===== src/core/sgr_pkg.sv =====
package sgr_pkg;

  // Bus widths shared by both host ports and the internal system bus, except the processor port's 32-bit address.
  localparam int ADDR_W = 18;
  localparam int DATA_W = 32;
  localparam int PAR_W = 4;
  localparam int REG_W = 8;
  localparam int BYTE_W = 8;

  // Global register addresses on the 18-bit system address bus.
  localparam logic [17:0] ADDR_CLK_SEL = 18'h30A00;
  localparam logic [17:0] ADDR_THR_LO = 18'h30A01;
  localparam logic [17:0] ADDR_THR_HI = 18'h30A02;
  localparam logic [17:0] ADDR_STATUS = 18'h30A03;

  // Region prefixes: 256-byte regions use address [17:8], the global one [17:4].
  localparam int REGION_HI = 17;
  localparam int REGION_LO = 8;
  localparam int GLOBAL_LO = 4;
  localparam logic [9:0] REGION_SERDES_A = 10'h300;
  localparam logic [9:0] REGION_SERDES_B = 10'h301;
  localparam logic [9:0] REGION_CHAN_A = 10'h308;
  localparam logic [9:0] REGION_CHAN_B = 10'h309;
  localparam logic [13:0] REGION_GLOBAL = 14'h30A0;

  // Clock select fields: four 2-bit fields, quad A tx, quad A rx, quad B tx, quad B rx.
  localparam int CKS_FIELDS = 4;
  localparam int CKS_FIELD_W = 2;
  localparam logic [1:0] SEL_CODE_C = 2'h2;
  localparam logic [1:0] SEL_CODE_D = 2'h3;

  // Threshold fields and the resync control bit.
  localparam int THR_W = 5;
  localparam int THR_LO_POS = 5;
  localparam int THR_LO_W = 3;
  localparam int THR_HI_POS = 0;
  localparam int THR_HI_W = 2;
  localparam int RESYNC_POS = 2;

  // Status bit positions.
  localparam int OVFL_POS = 0;
  localparam int FAIL_POS = 1;

  // Reset values.
  localparam logic [7:0] CLK_SEL_RST = 8'h00;
  localparam logic [2:0] THR_LO_RST = 3'h0;
  localparam logic [1:0] THR_HI_RST = 2'h0;

  localparam logic PORT_PROC = 1'b0;
  localparam logic PORT_FABRIC = 1'b1;

  typedef enum logic [1:0] {
    SRC_DEFAULT,
    SRC_CHAN_C,
    SRC_CHAN_D
  } sgr_src_t;

  typedef enum logic [2:0] {
    RGN_NONE,
    RGN_SERDES_A,
    RGN_SERDES_B,
    RGN_CHAN_A,
    RGN_CHAN_B,
    RGN_GLOBAL
  } sgr_region_t;

  typedef struct packed {
    logic port;
    logic write;
    logic [17:0] addr;
    logic [31:0] wdata;
    logic [3:0] wpar;
  } sgr_req_t;

  typedef struct packed {
    logic [31:0] rdata;
    logic [3:0] rpar;
    logic err;
  } sgr_resp_t;

  // One parity bit per byte lane; odd selects odd parity.
  function automatic logic [3:0] sgr_parity(input logic [31:0] d, input logic odd);
    logic [3:0] p;
    p = '0;
    for (int i = 0; i < PAR_W; i++) begin
      p[i] = (^d[i*BYTE_W +: BYTE_W]) ^ odd;
    end
    return p;
  endfunction

endpackage


===== src/core/sgr_sync.sv =====
`timescale 1ns/1ps

// Two-stage synchroniser for level inputs from outside the register clock.
module sgr_sync #(
  parameter int WIDTH = 2
) (
  input wire logic mclk,
  input wire logic rst,
  input wire logic [WIDTH-1:0] async_in,
  output logic [WIDTH-1:0] sync_out
);

  logic [WIDTH-1:0] stage1;

  // The first stage feeds only the second stage.
  always_ff @(posedge mclk or posedge rst) begin
    if (rst) begin
      stage1 <= '0;
      sync_out <= '0;
    end else begin
      stage1 <= async_in;
      sync_out <= stage1;
    end
  end

endmodule // sgr_sync


===== src/core/sgr_port_arb.sv =====
`timescale 1ns/1ps

// Takes one request at a time from the two host ports and maps both onto the system address.
module sgr_port_arb (
  input wire logic mclk,
  input wire logic rst,
  input wire logic proc_req,
  input wire logic proc_write,
  input wire logic [0:31] proc_addr,
  input wire logic [31:0] proc_wdata,
  input wire logic [3:0] proc_wpar,
  input wire logic fab_req,
  input wire logic fab_write,
  input wire logic [17:0] fab_addr,
  input wire logic [31:0] fab_wdata,
  input wire logic [3:0] fab_wpar,
  input wire logic done,
  output logic req_valid,
  output sgr_pkg::sgr_req_t req
);
  import sgr_pkg::*;

  typedef enum logic [1:0] {
    ARB_IDLE,
    ARB_BUSY,
    ARB_GAP
  } sgr_arb_state_t;

  sgr_arb_state_t state;

  // One gap cycle after each answer lets the host drop its request before a new grant.
  always_ff @(posedge mclk or posedge rst) begin
    if (rst) begin
      state <= ARB_IDLE;
    end else begin
      unique case (state)
        ARB_IDLE: if (proc_req || fab_req) state <= ARB_BUSY;
        ARB_BUSY: if (done) state <= ARB_GAP;
        ARB_GAP: state <= ARB_IDLE;
        default: state <= ARB_IDLE;
      endcase
    end
  end

  // The processor port wins a tie; its MSb-first bits 14..31 are system bits 17..0.
  always_ff @(posedge mclk or posedge rst) begin
    if (rst) begin
      req <= '0;
      req_valid <= 1'b0;
    end else begin
      req_valid <= (state == ARB_IDLE) && (proc_req || fab_req);
      if (state == ARB_IDLE && proc_req) begin
        req <= '{port: PORT_PROC, write: proc_write, addr: proc_addr[14:31],
                 wdata: proc_wdata, wpar: proc_wpar};
      end else if (state == ARB_IDLE && fab_req) begin
        req <= '{port: PORT_FABRIC, write: fab_write, addr: fab_addr,
                 wdata: fab_wdata, wpar: fab_wpar};
      end
    end
  end

endmodule // sgr_port_arb


===== src/core/sgr_global_regs.sv =====
`timescale 1ns/1ps

module sgr_global_regs #(
  parameter logic ODD_PARITY = 1'b0,
  parameter int EXT_TIMEOUT_CYC = 64
) (
  input wire logic mclk,
  input wire logic rst,
  input wire logic processor_port_req,
  input wire logic processor_port_write,
  input wire logic [0:31] processor_port_address,
  input wire logic [31:0] processor_port_wdata,
  input wire logic [3:0] processor_port_wpar,
  output logic processor_port_ack,
  output sgr_pkg::sgr_resp_t processor_port_resp,
  input wire logic fabric_master_req,
  input wire logic fabric_master_write,
  input wire logic [17:0] fabric_master_address,
  input wire logic [31:0] fabric_master_wdata,
  input wire logic [3:0] fabric_master_wpar,
  output logic fabric_master_ack,
  output sgr_pkg::sgr_resp_t fabric_master_resp,
  output logic ext_req,
  output sgr_pkg::sgr_region_t ext_region,
  output logic ext_write,
  output logic [17:0] ext_addr,
  output logic [31:0] ext_wdata,
  output logic [3:0] ext_wpar,
  input wire logic ext_ack,
  input wire logic [31:0] ext_rdata,
  input wire logic [3:0] ext_rpar,
  input wire logic align_overflow_in,
  input wire logic align_fail_in,
  output sgr_pkg::sgr_src_t quad_a_tx_clock_source,
  output sgr_pkg::sgr_src_t quad_a_rx_clock_source,
  output sgr_pkg::sgr_src_t quad_b_tx_clock_source,
  output sgr_pkg::sgr_src_t quad_b_rx_clock_source,
  output logic [4:0] rx_fifo_low_threshold,
  output logic group_resync_request
);
  import sgr_pkg::*;

  localparam int TMO_W = $clog2(EXT_TIMEOUT_CYC + 1);
  localparam logic [TMO_W-1:0] TMO_LAST = TMO_W'(EXT_TIMEOUT_CYC - 1);

  typedef enum logic {
    ST_IDLE,
    ST_EXT
  } sgr_state_t;

  sgr_state_t state;
  sgr_req_t req;
  logic req_valid;
  logic done;
  logic [1:0] align_sync;
  logic [7:0] clk_sel;
  logic [2:0] thr_lo;
  logic [1:0] thr_hi;
  logic resync_ctl;
  logic resync_prev;
  logic ovfl;
  logic fail;
  logic [TMO_W-1:0] tmo_cnt;
  sgr_region_t region;
  logic par_ok;
  logic local_take;
  logic ext_take;
  logic ext_end;
  logic ext_timeout;
  logic wr_ok;
  logic hit_clk;
  logic hit_lo;
  logic hit_hi;
  logic hit_stat;
  logic status_rd;
  logic [7:0] rd_byte;
  logic next_fire;
  sgr_resp_t next_resp;
  sgr_src_t src_q [CKS_FIELDS];

  // Both ports arrive here already folded onto one 18-bit system address.
  sgr_port_arb u_arb (
    .mclk(mclk),
    .rst(rst),
    .proc_req(processor_port_req),
    .proc_write(processor_port_write),
    .proc_addr(processor_port_address),
    .proc_wdata(processor_port_wdata),
    .proc_wpar(processor_port_wpar),
    .fab_req(fabric_master_req),
    .fab_write(fabric_master_write),
    .fab_addr(fabric_master_address),
    .fab_wdata(fabric_master_wdata),
    .fab_wpar(fabric_master_wpar),
    .done(done),
    .req_valid(req_valid),
    .req(req)
  );

  // Alignment events come from the transceiver clock, so they are synchronised first.
  sgr_sync #(
    .WIDTH(2)
  ) u_sync (
    .mclk(mclk),
    .rst(rst),
    .async_in({align_fail_in, align_overflow_in}),
    .sync_out(align_sync)
  );

  // Region decode on the 18-bit system address.
  always_comb begin
    region = RGN_NONE;
    if (req.addr[REGION_HI:GLOBAL_LO] == REGION_GLOBAL) begin
      region = RGN_GLOBAL;
    end else if (req.addr[REGION_HI:REGION_LO] == REGION_SERDES_A) begin
      region = RGN_SERDES_A;
    end else if (req.addr[REGION_HI:REGION_LO] == REGION_SERDES_B) begin
      region = RGN_SERDES_B;
    end else if (req.addr[REGION_HI:REGION_LO] == REGION_CHAN_A) begin
      region = RGN_CHAN_A;
    end else if (req.addr[REGION_HI:REGION_LO] == REGION_CHAN_B) begin
      region = RGN_CHAN_B;
    end
  end

  // Global register hits and the conditions under which a request is served here.
  assign hit_clk = (req.addr == ADDR_CLK_SEL);
  assign hit_lo = (req.addr == ADDR_THR_LO);
  assign hit_hi = (req.addr == ADDR_THR_HI);
  assign hit_stat = (req.addr == ADDR_STATUS);
  assign par_ok = (sgr_parity(req.wdata, ODD_PARITY) == req.wpar);
  assign ext_take = (state == ST_IDLE) && req_valid && (region != RGN_GLOBAL)
                    && (region != RGN_NONE);
  assign local_take = (state == ST_IDLE) && req_valid && !ext_take;
  assign wr_ok = local_take && req.write && par_ok;
  assign status_rd = local_take && !req.write && hit_stat;
  assign ext_timeout = (state == ST_EXT) && (tmo_cnt == TMO_LAST);
  assign ext_end = (state == ST_EXT) && (ext_ack || ext_timeout);
  assign done = processor_port_ack || fabric_master_ack;

  // Read data of the addressed global register; reserved bits read as zero.
  always_comb begin
    rd_byte = '0;
    if (hit_clk) begin
      rd_byte = clk_sel;
    end else if (hit_lo) begin
      rd_byte[THR_LO_POS +: THR_LO_W] = thr_lo;
    end else if (hit_hi) begin
      rd_byte[THR_HI_POS +: THR_HI_W] = thr_hi;
      rd_byte[RESYNC_POS] = resync_ctl;
    end else if (hit_stat) begin
      rd_byte[OVFL_POS] = ovfl;
      rd_byte[FAIL_POS] = fail;
    end
  end

  // Answer for whichever request finishes this cycle.
  always_comb begin
    next_fire = local_take || ext_end;
    next_resp = '0;
    if (local_take) begin
      next_resp.rdata = {{(DATA_W - REG_W){1'b0}}, rd_byte};
      next_resp.err = (region == RGN_NONE) || !(hit_clk || hit_lo || hit_hi || hit_stat)
                      || (req.write && !par_ok);
      if (req.write || next_resp.err) begin
        next_resp.rdata = '0;
      end
      next_resp.rpar = sgr_parity(next_resp.rdata, ODD_PARITY);
    end else if (ext_end) begin
      next_resp.rdata = ext_timeout ? '0 : ext_rdata;
      next_resp.rpar = ext_timeout ? sgr_parity('0, ODD_PARITY) : ext_rpar;
      next_resp.err = ext_timeout && !ext_ack;
    end
  end

  // Local answers take one cycle; forwarded ones wait for the region owner.
  always_ff @(posedge mclk or posedge rst) begin
    if (rst) begin
      state <= ST_IDLE;
    end else begin
      unique case (state)
        ST_IDLE: if (ext_take) state <= ST_EXT;
        ST_EXT: if (ext_end) state <= ST_IDLE;
      endcase
    end
  end

  // Forwarded access to the per-quad SERDES and channel blocks, held until answered.
  always_ff @(posedge mclk or posedge rst) begin
    if (rst) begin
      ext_req <= 1'b0;
      ext_region <= RGN_NONE;
      ext_write <= 1'b0;
      ext_addr <= '0;
      ext_wdata <= '0;
      ext_wpar <= '0;
    end else if (ext_take) begin
      ext_req <= 1'b1;
      ext_region <= region;
      ext_write <= req.write;
      ext_addr <= req.addr;
      ext_wdata <= req.wdata;
      ext_wpar <= req.wpar;
    end else if (ext_end) begin
      ext_req <= 1'b0;
    end
  end

  // A silent region owner would otherwise lock both host ports forever.
  always_ff @(posedge mclk or posedge rst) begin
    if (rst) begin
      tmo_cnt <= '0;
    end else if (state == ST_EXT && !ext_end) begin
      tmo_cnt <= tmo_cnt + 1'b1;
    end else begin
      tmo_cnt <= '0;
    end
  end

  // The answer goes back only to the port that was granted.
  always_ff @(posedge mclk or posedge rst) begin
    if (rst) begin
      processor_port_ack <= 1'b0;
      fabric_master_ack <= 1'b0;
      processor_port_resp <= '0;
      fabric_master_resp <= '0;
    end else begin
      processor_port_ack <= next_fire && (req.port == PORT_PROC);
      fabric_master_ack <= next_fire && (req.port == PORT_FABRIC);
      if (next_fire && req.port == PORT_PROC) begin
        processor_port_resp <= next_resp;
      end
      if (next_fire && req.port == PORT_FABRIC) begin
        fabric_master_resp <= next_resp;
      end
    end
  end

  // Clock source select register, one byte of four 2-bit fields.
  always_ff @(posedge mclk or posedge rst) begin
    if (rst) begin
      clk_sel <= CLK_SEL_RST;
    end else if (wr_ok && hit_clk) begin
      clk_sel <= req.wdata[REG_W-1:0];
    end
  end

  // Threshold registers; values above 17 are stored as written, so software must keep them in range.
  always_ff @(posedge mclk or posedge rst) begin
    if (rst) begin
      thr_lo <= THR_LO_RST;
      thr_hi <= THR_HI_RST;
    end else begin
      if (wr_ok && hit_lo) begin
        thr_lo <= req.wdata[THR_LO_POS +: THR_LO_W];
      end
      if (wr_ok && hit_hi) begin
        thr_hi <= req.wdata[THR_HI_POS +: THR_HI_W];
      end
    end
  end

  // Resync control bit shares the threshold-high register.
  always_ff @(posedge mclk or posedge rst) begin
    if (rst) begin
      resync_ctl <= 1'b0;
    end else if (wr_ok && hit_hi) begin
      resync_ctl <= req.wdata[RESYNC_POS];
    end
  end

  // Rewriting 1 over 1 is no edge, so a second resync needs a 0 written first.
  always_ff @(posedge mclk or posedge rst) begin
    if (rst) begin
      resync_prev <= 1'b0;
      group_resync_request <= 1'b0;
    end else begin
      resync_prev <= resync_ctl;
      group_resync_request <= resync_ctl && !resync_prev;
    end
  end

  // Sticky status; a new event in the clearing read's cycle still sets the bit.
  always_ff @(posedge mclk or posedge rst) begin
    if (rst) begin
      ovfl <= 1'b0;
      fail <= 1'b0;
    end else begin
      ovfl <= align_sync[OVFL_POS] || (ovfl && !status_rd);
      fail <= align_sync[FAIL_POS] || (fail && !status_rd);
    end
  end

  // Each 2-bit field picks channel C or D; other codes leave the quad's own default.
  for (genvar i = 0; i < CKS_FIELDS; i++) begin : g_cks
    always_ff @(posedge mclk or posedge rst) begin
      if (rst) begin
        src_q[i] <= SRC_DEFAULT;
      end else if (clk_sel[i*CKS_FIELD_W +: CKS_FIELD_W] == SEL_CODE_C) begin
        src_q[i] <= SRC_CHAN_C;
      end else if (clk_sel[i*CKS_FIELD_W +: CKS_FIELD_W] == SEL_CODE_D) begin
        src_q[i] <= SRC_CHAN_D;
      end else begin
        src_q[i] <= SRC_DEFAULT;
      end
    end
  end

  // Threshold output assembled from both registers, high bits on top.
  always_ff @(posedge mclk or posedge rst) begin
    if (rst) begin
      rx_fifo_low_threshold <= '0;
    end else begin
      rx_fifo_low_threshold <= {thr_hi, thr_lo};
    end
  end

  // The source outputs come straight from the per-field flip-flops, so they never glitch.
  assign quad_a_tx_clock_source = src_q[0];
  assign quad_a_rx_clock_source = src_q[1];
  assign quad_b_tx_clock_source = src_q[2];
  assign quad_b_rx_clock_source = src_q[3];

endmodule // sgr_global_regs


===== config.mk =====
export PLATFORM = sky130hd
export DESIGN_NAME = sgr_global_regs
export DESIGN_NICKNAME = d
export VERILOG_FILES = /design/src/core/sgr_pkg.sv /design/src/core/sgr_sync.sv /design/src/core/sgr_port_arb.sv /design/src/core/sgr_global_regs.sv
export SDC_FILE = /design/constraint.sdc
export NUM_CORES = 1
export LEC_CHECK = 0
export BUFFER_PORTS_ARGS = -buffer_cell sky130_fd_sc_hd__buf_2
export CAP_MARGIN = 20
export CELL_PAD_IN_SITES_DETAIL_PLACEMENT = 0
export CELL_PAD_IN_SITES_GLOBAL_PLACEMENT = 1
export CORE_AREA = 2 2 156 158
export CTS_CLUSTER_SIZE = 16
export DETAILED_ROUTE_END_ITERATION = 8
export DIE_AREA = 0 0 158 160
export PLACE_DENSITY = 0.9
export SYNTH_ARGS = -nofsm -noshare
export SYNTH_HDL_FRONTEND = slang
export SYNTH_SLANG_ARGS = --single-unit

===== constraint.sdc =====
create_clock -name mclk -period 12 [get_ports mclk]
set_clock_uncertainty 0.2 [all_clocks]
set_input_delay 1.2 -clock mclk [delete_from_list [all_inputs] [get_ports mclk]]
set_output_delay 1.2 -clock mclk [all_outputs]
set_load 0.01 [all_outputs]

==> impl_metrics.py <==
metrics = {
    "route": {
        "wl_met2_mm": 12.3,
        "drt_iter0_markers": 473,
        "wl_met1_mm": 11.4,
        "ant_nets": 0,
        "viasPerCell": 4.97,
        "wl_mm": 26.9,
        "dr_wl_met3_mm": 2.77,
        "drt_pre_antenna_iters": 4,
        "drcViolationCount": 0,
        "vias": 7684,
        "wire_per_inst_um": 17.4,
        "highest_layer": "met5",
    },
    "yosys": {
        "synth_top_family_by_area": "simple AND/OR/NAND/NOR gates",
        "syn_avg_cell_area_sq_um": 10.7,
        "synthAdderAreaFrac_pct": 0.128,
        "synth_area_leader_cell": "dfrtp_1",
        "ys.flop_type": "dfrtp_1",
        "yosys_warnings": 0,
        "synth-xor-area-share_pct": 3.94,
        "synth_area_sq_um": 9770,
        "async_flop_share_pct": 100,
        "synth_cells": 910,
        "synth_cell_types": 45,
        "synthSimpleGateAreaFrac_pct": 14.7,
        "synth_edf_count": 0,
        "synthTopCellsByArea": "dfrtp_1 61%, nand2_1 9.6%, mux2i_1 6.1%",
        "syn_nets": 1078,
        "synth_mux_area_share_pct": 8.34,
        "synth-compound-area-share_pct": 9.96,
        "yosysTopAreaCellShare_pct": 60.7,
        "synth-seq-area-share_pct": 60.7,
        "synth-seq-cells": 237,
    },
    "cells_and_area": {
        "nets": 1369,
        "finalInstanceArea_sq_um": 12600,
        "drive_gt1_share_pct": 32.3,
        "stdcell_count": 1547,
        "layout_commonest_cell": "buf_2",
        "mostFrequentLayoutCells": "301 x buf_2, 250 x nand2_1, 237 x dfrtp_1, 90 x o21ai_0, 60 x mux2i_1",
        "n_fill_cell": 2231,
        "final_core_util_pct": 52.7,
        "synthToLayoutAreaGrowth_pct": 28.6,
    },
    "place": {
        "port_buffers": 301,
        "place_area_sq_um": 11600,
        "place_ws_ns": 8.71,
        "dp_hpwl_mm": 18.8,
        "dp_cells": 1497,
        "gp_congestion": 0.772,
    },
    "timing": {
        "grt_setup_unrepaired": "false",
        "finalCriticalPeriod_ns": 3.06,
        "finalHoldWorstSlack_ns": 0.151,
        "max_clock_freq_mhz": 327,
        "slew_viol_final": 0,
        "tightest_slew_ns": 1.08,
        "setup_tns_ns": 0,
        "hold_viol": 0,
        "setup_viol": 0,
        "worst_slack_ns": 8.94,
        "timing.slew.headroom_pct": 27.9,
        "finalCritPeriodShare_pct": 25.5,
    },
    "floorplanning": {
        "die_x_um": 158,
        "rows": 57,
        "initial_utilization_pct": 41.0,
        "core-area_sq_um": 23800,
        "die_h_um": 160,
        "die_area_sq_um": 25300,
        "ios": 316,
    },
    "worst_setup_path": {
        "required_ns": 12.22,
        "cp-start-kind": "flop",
        "crit_fanout": 8,
        "rrSetupSlack_ns": 8.94,
        "crit_path_end_kind": "flop",
        "cp.arrival_ns": 3.28,
        "crit_type": "reg -> reg",
    },
    "outcome": {
        "status": "completed",
    },
    "cts": {
        "postCtsSetupBuffers": 0,
        "cts_hold_buf": 0,
        "cts_tree": "done",
        "cts-root-buf": "clkbuf_16",
        "path_clk_slew_ns": 0.06,
        "clk_latency_ns": 0.54,
        "ctsLongestPathBuffers": 3,
        "numCtsBuffers": 26,
        "htreeDepth": 1,
        "cts_resized": 0,
        "cts_sinks": 237,
    },
    "global_routing": {
        "grt-ovfl-total": 0,
        "grt_pass1_vias": 7580,
        "grt_pass1_wl_mm": 41.7,
        "antenna_found_initial": 5,
        "grt_max_degree": 107,
        "grt_usage_pct": 21.0,
    },
    "pwr": {
        "power_density_nw_per_um2": 228,
        "p_total_mw": 2.87,
        "ir_worst_vdd_mv": 0.127,
        "p_leak_nw": 6.52,
    },
    "flow_run": {
        "cap_violations": 0,
    },
    "worst_hold_path": {
        "hp-class": "reg -> reg",
    },
}
worst paths after layout:
kind	start	end	cells past startpoint
setup / recovery	u_arb.req[44]$_DFFE_PP0P_	clk_sel[2]$_DFFE_PP0P_	4
hold / removal	u_sync.stage1[0]$_DFF_PP0_	u_sync.sync_out[0]$_DFF_PP0_	0
setup reg to reg	u_arb.req[44]$_DFFE_PP0P_	clk_sel[2]$_DFFE_PP0P_	4
hold reg to reg	u_sync.stage1[0]$_DFF_PP0_	u_sync.sync_out[0]$_DFF_PP0_	0
max in group asynchronous	rst	fabric_master_resp[18]$_DFFE_PP0P_	3
min in group asynchronous	rst	fabric_master_resp[17]$_DFFE_PP0P_	2
routing by layer:
metal / track usage, % / vias up
met2: 33.7 / 297
li1: - / 3650
met1: 27.4 / 3699
met5: 0 / -
met4: 4.67 / 4
met3: 7.57 / 34
synthesized netlist by cell type, types with 2 or more instances:
library cell	count
a211oi_1	3
a21o_1	2
a21oi_1	6
a22o_1	40
a22oi_1	4
and2_1	5
buf_1	3
clkbuf_1	46
dfrtp_1	237
inv_1	7
mux2_2	15
mux2_4	3
mux2i_1	60
nand2_1	250
nand2b_1	6
nand3_1	9
nor2_1	28
nor2b_1	12
nor3_1	6
nor3b_1	3
nor4_1	3
o21ai_0	91
o31ai_1	2
or2_2	5
or3_1	2
xnor2_1	35
xor2_1	9
state kept, by name, indices dropped and copies added (netlist names), 3 cells and up:
name                   cells
tmo_cnt                    7
clk_sel                    8
ext_wpar                   4
ext_region                 3
processor_port_resp       37
fabric_master_resp        37
u_arb.req                 56
thr_lo                     3
ext_wdata                 32
ext_addr                  18
rx_fifo_low_threshold      5
logic make-up (layout without fill, tap and decap cells):
group / Yosys count / count (layout)
XOR/XNOR: 44 / 44
buffers and inverters: 57 / 368
multiplexers: 78 / 78
flip-flops: 237 / 237
other: 0 / 2
adder cells (fa/ha/maj): 1 / 1
AND/OR/NAND/NOR: 338 / 338
AO/OA/AOI/OAI: 155 / 155
critical path: stages (launching register included):
cell     delay (ns)
dfrtp_1        0.46
nor4b_1        0.89
nand4_1        0.39
nor4_4         0.60
mux2_2         0.40
layout make-up:
| cell class | count | area (sq um) | area share (%) |
|---|---|---|---|
| Sequential cell | 237 | 5930 | 47.2 |
| Clock inverter | 14 | 188 | 1.49 |
| Multi-Input combinational cell | 616 | 3660 | 29.2 |
| Inverter | 7 | 33.8 | 0.269 |
| Antenna cell | 2 | 5.00 | 0.0398 |
| Clock buffer | 34 | 741 | 5.90 |
| Tap cell | 324 | 405 | 3.23 |
| Timing Repair Buffer | 313 | 1600 | 12.7 |
report_power, final:
part           switching, mW  internal, mW  total (mW)
combinational          0.483         0.367       0.850
sequential             0.184         0.990        1.17
clock                  0.326         0.521       0.847
Power figures use the tool's default switching activity.
